## config.mk

```make
export PLATFORM = sky130hd
export DESIGN_NAME = serial_boot_command_responder
export DESIGN_NICKNAME = d
export VERILOG_FILES = /design/src/rtl/byte_accumulator.v /design/src/rtl/serial_boot_command_responder.v
export VERILOG_INCLUDE_DIRS = /design/src /design/src/rtl
export SDC_FILE = /design/constraint.sdc
export NUM_CORES = 1
export LEC_CHECK = 0
export BUFFER_PORTS_ARGS = -buffer_cell sky130_fd_sc_hd__buf_2
export CAP_MARGIN = 20
export CORE_MARGIN = 4
export CORE_UTILIZATION = 50
export CTS_BUF_LIST = sky130_fd_sc_hd__clkbuf_16
export CTS_CLUSTER_DIAMETER = 100
export DETAILED_ROUTE_END_ITERATION = 16
export PLACE_DENSITY = 0.68
export SETUP_SLACK_MARGIN = 0.4
export SLEW_MARGIN = 20
export SYNTH_ARGS = -nofsm -noshare
export SYNTH_HDL_FRONTEND = slang
export SYNTH_SLANG_ARGS = --single-unit
```

## constraint.sdc

```tcl
create_clock -name clk -period 3.75 [get_ports clk]
set_input_delay 1.125 -clock clk [delete_from_list [all_inputs] [get_ports clk]]
set_output_delay 1.125 -clock clk [all_outputs]
set_load 0.02 [all_outputs]
```

## src/rtl/boot_cmd_regs.vh

```
// Constants of the serial boot command responder: protocol codes, flash
// layout and the fixed product information image.
// Assumes inclusion by bare name from the rtl folder.
`ifndef BOOT_CMD_REGS_VH
`define BOOT_CMD_REGS_VH

// First byte: serial operating mode, echoed as the mode acknowledge
`define MODE_ASYNC      8'h86
`define MODE_CLOCKED    8'h30

// Command codes and their acknowledges
`define CMD_SUM         8'h20
`define CMD_INFO        8'h30
`define ACK_SUM         8'h20
`define ACK_INFO        8'h10
`define NACK_LOW        4'h1
`define COMM_ERROR      8'h08

// Flash array
`define FLASH_AW        19
`define FLASH_BYTES     524288
`define FLASH_FIRST     19'h00000
`define INFO_ADDR       19'h00470
`define INFO_SPAN       19'h00003

// Reply byte indices, counted from the fifth byte of the sequence
`define SUM_HI_IDX      6'd0
`define SUM_LO_IDX      6'd1
`define SUM_LAST_IDX    6'd2
`define INFO_FLASH_CNT  6'd4
`define INFO_LAST_IDX   6'd61
`define INFO_TBL_TOP    6'd60
`define ZERO_BYTE       8'h00

// Product name, twelve ASCII characters; the value is arbitrary
`define PRODUCT_NAME    96'h424f4f54444556494345_3031
// Memory configuration bytes sent as reply bytes 21 to 65
`define INFO_TABLE      360'h74040000_0080ffff_ff8fffff_ffdfffff_0090ffff_ffcfffff_0000_00000000_ffff0700_0000_00000000_00000100_04

`endif

```

## src/rtl/byte_accumulator.v

```verilog
// Running modular sum of bytes, used for the flash sum and reply checksums.
// Assumes one clock domain; clear wins over add.
`timescale 1ns/1ps
`default_nettype none

module byte_accumulator #(
	parameter W = 16
) (
	// Clock and reset
	input  wire         clk,
	input  wire         reset_n,
	// Control
	input  wire         clear,
	input  wire         add,
	input  wire [W-1:0] data,
	// Result
	output reg  [W-1:0] sum
);

	always @(posedge clk or negedge reset_n) begin
		if (!reset_n)
			sum <= {W{1'b0}};
		else if (clear)
			sum <= {W{1'b0}};
		else if (add)
			sum <= sum + data;
	end

endmodule

`default_nettype wire

```

## src/rtl/serial_boot_command_responder.v

```verilog
// Serial boot command responder: mode handshake, command decode, flash sum
// and product information replies, at byte level.
// Assumes a same-clock serial engine delivering rx bytes and taking tx bytes,
// and a synchronous flash read port with one cycle of latency.
`timescale 1ns/1ps
`default_nettype none
`include "boot_cmd_regs.vh"

// Overview of operation
// - Device echoes the accepted mode code as the second byte.
// - Async mode without usable baud rate aborts the session, no acknowledge.
// - After any negative acknowledge, wait again for a command code.
// - Clocked mode sends no code on a communication error.
// - Sum query 20H; answer 20H accept, x1H reject, x8H error.
// - Sum reply: upper byte, lower byte, then checksum of both.
// - After a full reply, wait for the next command code.
// - Information query 30H; answer 10H accept, x1H reject, x8H error.
// - Info bytes five to eight: four flash bytes, ascending addresses.
// - Info bytes nine to twenty: fixed twelve-character ASCII name.
// - Flash sum adds every byte of the whole flash array.
// - Info reply ends with checksum over bytes five to sixty-five.
module serial_boot_command_responder #(
	parameter FLASH_BYTES = `FLASH_BYTES
) (
	// Clock and reset
	input  wire                  clk,
	input  wire                  reset_n,
	// Received bytes from the serial engine
	input  wire                  rx_valid,
	input  wire [7:0]            rx_data,
	input  wire                  rx_error,
	input  wire                  baud_ok,
	// Bytes to the serial engine
	output reg                   tx_valid,
	output reg  [7:0]            tx_data,
	input  wire                  tx_ready,
	// Flash read port
	output reg  [`FLASH_AW-1:0]  flash_addr,
	output reg                   flash_rd,
	input  wire [7:0]            flash_rdata,
	// Session status
	output reg                   clocked_mode,
	output reg                   full_rate,
	output reg                   boot_abort
);

	localparam [2:0] S_MODE  = 3'd0;
	localparam [2:0] S_CMD   = 3'd1;
	localparam [2:0] S_ACK   = 3'd2;
	localparam [2:0] S_SCAN  = 3'd3;
	localparam [2:0] S_REPLY = 3'd4;
	localparam [2:0] S_ABORT = 3'd5;

	localparam [31:0] SUM_LAST32 = FLASH_BYTES - 1;
	localparam [`FLASH_AW-1:0] SUM_LAST = SUM_LAST32[`FLASH_AW-1:0];

	reg  [2:0]            state;
	reg  [2:0]            after_ack;
	reg                   is_info;
	reg  [5:0]            idx;
	reg  [31:0]           info_buf;
	reg                   rd_valid;
	reg  [`FLASH_AW-1:0]  scan_last;
	reg  [7:0]            reply_byte;

	wire [15:0]           flash_sum;
	wire [7:0]            tx_sum;
	wire [455:0]          info_image = {`PRODUCT_NAME, `INFO_TABLE};
	wire [5:0]            tbl_rev = `INFO_TBL_TOP - idx;
	wire [7:0]            tbl_byte = info_image[{tbl_rev, 3'b000} +: 8];
	wire [7:0]            cks_byte = `ZERO_BYTE - tx_sum;
	wire [5:0]            last_idx = is_info ? `INFO_LAST_IDX : `SUM_LAST_IDX;
	wire                  tx_load = (state == S_REPLY) && !tx_valid;
	wire                  tx_done = tx_valid && tx_ready;

	// Flash sum wraps at 16 bits; the low 16 bits of the total are reported, upper byte first
	byte_accumulator #(
		.W       (16)
	) u_flash_sum (
		.clk     (clk),
		.reset_n (reset_n),
		.clear   (state == S_ACK),
		.add     (rd_valid && !is_info),
		.data    ({`ZERO_BYTE, flash_rdata}),
		.sum     (flash_sum)
	);

	// Checksum over the reply bytes, cleared before the first one is loaded
	byte_accumulator #(
		.W       (8)
	) u_tx_sum (
		.clk     (clk),
		.reset_n (reset_n),
		.clear   (state == S_SCAN),
		.add     (tx_load),
		.data    (reply_byte),
		.sum     (tx_sum)
	);

	always @* begin
		reply_byte = cks_byte;
		if (is_info) begin
			if (idx < `INFO_FLASH_CNT)
				reply_byte = info_buf[31:24];
			else if (idx < `INFO_LAST_IDX)
				reply_byte = tbl_byte;
		end else if (idx == `SUM_HI_IDX) begin
			reply_byte = flash_sum[15:8];
		end else if (idx == `SUM_LO_IDX) begin
			reply_byte = flash_sum[7:0];
		end
	end

	always @(posedge clk or negedge reset_n) begin
		if (!reset_n) begin
			state        <= S_MODE;
			after_ack    <= S_CMD;
			is_info      <= 1'b0;
			idx          <= 6'd0;
			info_buf     <= 32'h0000_0000;
			rd_valid     <= 1'b0;
			scan_last    <= `FLASH_FIRST;
			tx_valid     <= 1'b0;
			tx_data      <= `ZERO_BYTE;
			flash_addr   <= `FLASH_FIRST;
			flash_rd     <= 1'b0;
			clocked_mode <= 1'b0;
			full_rate    <= 1'b0;
			boot_abort   <= 1'b0;
		end else begin
			rd_valid <= flash_rd;
			case (state)
			S_MODE: begin
				// A byte that is neither mode code is ignored
				if (rx_valid && !rx_error) begin
					if (rx_data == `MODE_ASYNC) begin
						if (baud_ok) begin
							tx_data   <= `MODE_ASYNC;
							tx_valid  <= 1'b1;
							after_ack <= S_CMD;
							state     <= S_ACK;
						end else begin
							boot_abort <= 1'b1;
							state      <= S_ABORT;
						end
					end else if (rx_data == `MODE_CLOCKED) begin
						clocked_mode <= 1'b1;
						tx_data      <= `MODE_CLOCKED;
						tx_valid     <= 1'b1;
						after_ack    <= S_CMD;
						state        <= S_ACK;
					end
				end
			end
			S_CMD: begin
				if (rx_valid) begin
					if (rx_error) begin
						if (!clocked_mode) begin
							tx_data   <= `COMM_ERROR;
							tx_valid  <= 1'b1;
							after_ack <= S_CMD;
							state     <= S_ACK;
						end
						// Clocked mode stays silent and keeps waiting
					end else if (rx_data == `CMD_SUM) begin
						tx_data   <= `ACK_SUM;
						tx_valid  <= 1'b1;
						is_info   <= 1'b0;
						after_ack <= S_SCAN;
						state     <= S_ACK;
					end else if (rx_data == `CMD_INFO) begin
						tx_data   <= `ACK_INFO;
						tx_valid  <= 1'b1;
						is_info   <= 1'b1;
						after_ack <= S_SCAN;
						state     <= S_ACK;
					end else begin
						// RAM transfer is not served here, so it is rejected too
						tx_data   <= {rx_data[7:4], `NACK_LOW};
						tx_valid  <= 1'b1;
						after_ack <= S_CMD;
						state     <= S_ACK;
					end
				end
			end
			S_ACK: begin
				if (tx_done) begin
					tx_valid <= 1'b0;
					state    <= after_ack;
					if (clocked_mode)
						full_rate <= 1'b1;
					if (after_ack == S_SCAN) begin
						flash_rd <= 1'b1;
						if (is_info) begin
							flash_addr <= `INFO_ADDR;
							scan_last  <= `INFO_ADDR + `INFO_SPAN;
						end else begin
							flash_addr <= `FLASH_FIRST;
							scan_last  <= SUM_LAST;
						end
					end
				end
			end
			S_SCAN: begin
				if (flash_rd) begin
					if (flash_addr == scan_last)
						flash_rd <= 1'b0;
					else
						flash_addr <= flash_addr + 1'b1;
				end
				if (rd_valid && is_info)
					info_buf <= {info_buf[23:0], flash_rdata};
				if (!flash_rd && !rd_valid) begin
					idx   <= 6'd0;
					state <= S_REPLY;
				end
			end
			S_REPLY: begin
				if (tx_done) begin
					tx_valid <= 1'b0;
					if (idx == last_idx)
						state <= S_CMD;
					else
						idx <= idx + 1'b1;
				end else if (tx_load) begin
					tx_data  <= reply_byte;
					tx_valid <= 1'b1;
					if (is_info && idx < `INFO_FLASH_CNT)
						info_buf <= {info_buf[23:0], `ZERO_BYTE};
				end
			end
			S_ABORT: begin
				// Session is dead until the next reset
				state <= S_ABORT;
			end
			default: begin
				state <= S_MODE;
			end
			endcase
		end
	end

endmodule

`default_nettype wire

```

==> results.cfg <==
[logic_synthesis]
synth-seq-cells = 102
post_synth_inst_count = 770
synthesis.nets = 821
synth.yosys.seq_area_share = 0.378
number_of_warnings_issued_by_yosys = 0
post_synth.cell_area_avg_sq_um = 8.78
synth-edff-count = 0
async_flop_share = 1.00
netlist.top_cell.by_area = sky130_fd_sc_hd__dfrtp_1
post_synthesis_instance_area_sq_mm = 0.00676
ys_types = 81
synthTopCellsByArea = sky130_fd_sc_hd__dfrtp_1 (38%), sky130_fd_sc_hd__ha_1 (5.0%), sky130_fd_sc_hd__o21ai_0 (4.8%), sky130_fd_sc_hd__nand2_1 (4.7%), sky130_fd_sc_hd__mux2_2 (4.5%)
synth-main-ff-cell = sky130_fd_sc_hd__dfrtp_1
yosys.area.top_type_share = 0.378

[global_route]
global_route.usage.total = 0.230
initial_antenna_violation_count = 0
grt-ovfl-total = 0
grt_pass1_wl_mm = 29.5
grt_start_max_net_pins = 58
via_count_of_the_first_global_routing_pass = 5894

[placed_design]
routabilityCongestion = 0.951
setup_slack_after_placement_ns = 0.0743
place.port_buffers = 53
place_hpwl_mm = 13.0
placed_cell_area_sq_mm = 0.00734

[critical_path]
timing.rr.end = u_tx_sum.sum[4]
worstSetupEndpointType = flip-flop
worst_r2r_path_depth = 19
regToRegSetupSlack_ns = 0.32
worst_setup_path_endpoint = u_tx_sum.sum[4]
critPathBufInv = 5
timing.critical_path.slowest_cell_delay_ns = 0.40
critPathSlowestCell = sky130_fd_sc_hd__dfrtp_1
cp-start-kind = flip-flop
cp_cell_sequence = inv_4 -> ha_4 -> nand3b_1 -> xnor2_2 -> buf_6 -> nor2_1 -> nor3_2 -> o221ai_2 -> a21boi_2 -> ha_2 -> inv_2 -> fa_2 -> nor2b_1 -> o21ai_1 -> nand2b_1 -> buf_4 -> buf_4 -> xnor2_1 -> o21ai_0
critical_path_depth = 19
critical_path_peak_fanout = 5
critical_path.startpoint = idx[1]
path_delay_family = adder cells
reg2reg_from = idx[1]
timing.critical_path.mode_cell = sky130_fd_sc_hd__buf_4
critical_path_class = flip-flop to flip-flop
worstPathRequired_ns = 3.98
arrival_ns = 3.65

[route]
dr.max_layer_used = met4
detailroute.via_count = 6153
dr.first_iter.drc_count = 657
dr_wl_met3_um = 697
drt_pre_antenna_iters = 5
detail_route.wl_per_cell_um = 17.7
wl_met2_mm = 9.00
avgViaCountPerCell = 6.01
detail_route.drc_violations = 0
postRouteAntennaNets = 0
wirelength_met1_mm = 8.00
detail_route.wirelength_mm = 18.2

[power]
power.density_mw_per_mm2 = 591
power_leakage_nw = 3.67
irDropWorstVdd_mv = 0.509

[min_path]
min-delay-start = boot_abort
hold_path.class = flip-flop to flip-flop

[die]
fp.dieH_um = 124
coreArea_sq_mm = 0.0132
die_w_um = 124
design.portCount = 54
floorplan.initialDensity = 0.510
rows = 42
die_area_sq_mm = 0.0154

[clocking]
cts_sinks = 102
clock_tree.buffer_depth = 2
clock_insertion_delay_at_the_later_pin_of_the_skew_report_ns = 0.35
cts_tree = built
clock_tree.root_cell = sky130_fd_sc_hd__clkbuf_16
htreeDepth = 3
total_cts_buffers = 9
clk_pin_slew_worst_paths_ns = 0.07

[timing]
fin_crit_sh = 0.914
timing.slew.headroom = 0.487
worst_slew_pin_slew_ns = 0.766
max_slew_violation_count = 0
fmaxAchievable_ghz = 0.292
rsz_0062_raised_after_global_routing = true
final.setup_skew_ns = 0.00942
timing.final.ws_setup_ns = 0.324
layout_min_cycle_time_ns = 3.43
setup_viol_count_final = 0
setup_tns_ns = 0
timing.final.hold_violations = 0

[layout]
synthToLayoutAreaGrowth_pct = 18.6
layout-drive-gt1-share = 0.248
n_antenna_cell = 0
num-fill-cells = 1181
nets = 893
final_area_sq_mm = 0.00802

[run]
drv.max_cap_violation_count = 0

[outcome]
run_status = finished, final reports clean
area by class of cell:
| class | instances | area [sq um] | share of cell area |
|---|---|---|---|
| clock buffer | 9 | 225 | 0.0281 |
| clock inverter | 7 | 78.8 | 0.00983 |
| inverter | 28 | 116 | 0.0145 |
| multi-input combinational | 594 | 4110 | 0.512 |
| sequential | 102 | 2560 | 0.319 |
| tap | 176 | 220 | 0.0275 |
| timing repair buffer | 107 | 712 | 0.0888 |
synthesized netlist by cell type (all sizes together), types with 10 or more instances:
library cell,instances
xnor2,25
a21oi,42
nor2b,10
nand2b,12
buf,19
inv,28
mux2,28
xor2,11
nor3,24
clkbuf,27
o21ai,67
nor2,71
or3,10
mux2i,12
dfrtp,102
ha,27
nand3,29
nor4,11
nand2,84
worst register-to-register path, cell delays in order, from the launching register on:
cell,delay [ns]
sky130_fd_sc_hd__dfrtp_1,0.40
sky130_fd_sc_hd__inv_4,0.07
sky130_fd_sc_hd__ha_4,0.19
sky130_fd_sc_hd__nand3b_1,0.23
sky130_fd_sc_hd__xnor2_2,0.32
sky130_fd_sc_hd__buf_6,0.16
sky130_fd_sc_hd__nor2_1,0.07
sky130_fd_sc_hd__nor3_2,0.24
sky130_fd_sc_hd__o221ai_2,0.14
sky130_fd_sc_hd__a21boi_2,0.17
sky130_fd_sc_hd__ha_2,0.21
sky130_fd_sc_hd__inv_2,0.04
sky130_fd_sc_hd__fa_2,0.36
sky130_fd_sc_hd__nor2b_1,0.12
sky130_fd_sc_hd__o21ai_1,0.07
sky130_fd_sc_hd__nand2b_1,0.09
sky130_fd_sc_hd__buf_4,0.11
sky130_fd_sc_hd__buf_4,0.09
sky130_fd_sc_hd__xnor2_1,0.11
sky130_fd_sc_hd__o21ai_0,0.10
repair_timing:
action	in CTS	in global routing
gates resized for setup	28	12
hold buffers	0	0
cloned	1	0
buffers inserted	14	9
endpoints found under the setup margin	4	3
pin swaps	14	17
kinds of logic (layout without fill, tap and decap cells):
group                    Yosys count  count (layout)  share of synthesized area
XOR/XNOR                          36              36                     0.0489
buffers and inverters             74             151                     0.0463
flip-flops                       102             102                      0.378
multiplexers                      40              40                     0.0644
AO/OA/AOI/OAI                    195             195                      0.190
AND/OR/NAND/NOR                  294             294                      0.217
adder cells (fa/ha/maj)           29              29                     0.0559
per-layer routing:
layer,GRT usage,vias up
li1,-,2934
met1,0.309,3003
met2,0.378,175
met3,0.0416,41
met4,0.0761,0
met5,0,-
per-stage QoR:
| step | std cells | util | hold WS (ns) | power, mW |
|---|---|---|---|---|
| after detailed placement | 983 | 0.555 | 0.448 | 3.60 |
| after global routing | 1023 | 0.605 | 0.497 | 5.04 |
| after global placement | 983 | 0.555 | 0.436 | 3.53 |
| after CTS | 1014 | 0.596 | 0.464 | 4.70 |
| after floorplan | 770 | - | 0.445 | 3.03 |
| final | 1023 | 0.605 | 0.457 | 4.74 |
placed cells by master, fill, tap and decap left out, types with 9 or more instances in the layout:
master	instances
sky130_fd_sc_hd__inv_1	24
sky130_fd_sc_hd__buf_4	50
sky130_fd_sc_hd__ha_1	22
sky130_fd_sc_hd__nand2_1	83
sky130_fd_sc_hd__nor3_1	23
sky130_fd_sc_hd__a21oi_1	38
sky130_fd_sc_hd__nor2_1	71
sky130_fd_sc_hd__and3_1	9
sky130_fd_sc_hd__a21o_1	9
sky130_fd_sc_hd__nand3_1	29
sky130_fd_sc_hd__mux2_2	27
sky130_fd_sc_hd__clkbuf_16	9
sky130_fd_sc_hd__dfrtp_1	99
sky130_fd_sc_hd__mux2i_1	10
sky130_fd_sc_hd__xnor2_1	22
sky130_fd_sc_hd__nand4_1	9
sky130_fd_sc_hd__or3_1	9
sky130_fd_sc_hd__buf_2	53
sky130_fd_sc_hd__nand2b_1	10
sky130_fd_sc_hd__o21ai_0	60
sky130_fd_sc_hd__nor2b_1	10
how the worst min path moves through the flow:
| stage | endpoint | cells after the start |
|---|---|---|
| 5_1_grt | boot_abort | 1 |
| 2_1_floorplan | info_buf[1] | 2 |
| 4_1_cts | boot_abort | 1 |
| 3_3_place_gp | boot_abort | 1 |
| 3_5_place_dp | boot_abort | 1 |
| 6_report | boot_abort | 1 |
power by group:
group / switching, mW / internal [mW] / total [mW]
Sequential: 0.262 / 1.28 / 1.54
Clock: 0.440 / 0.526 / 0.966
Combinational: 1.28 / 0.948 / 2.23
Total: 1.98 / 2.76 / 4.74
sequential cells by signal (all words and copies together), names as in the netlist, 2 cells and up:
register         flops
info_buf            32
idx                  6
u_tx_sum.sum         8
u_flash_sum.sum     16
scan_last            2
state                3
flash_addr          19
tx_data              8
Note: power is estimated with default switching activity, not from simulation.
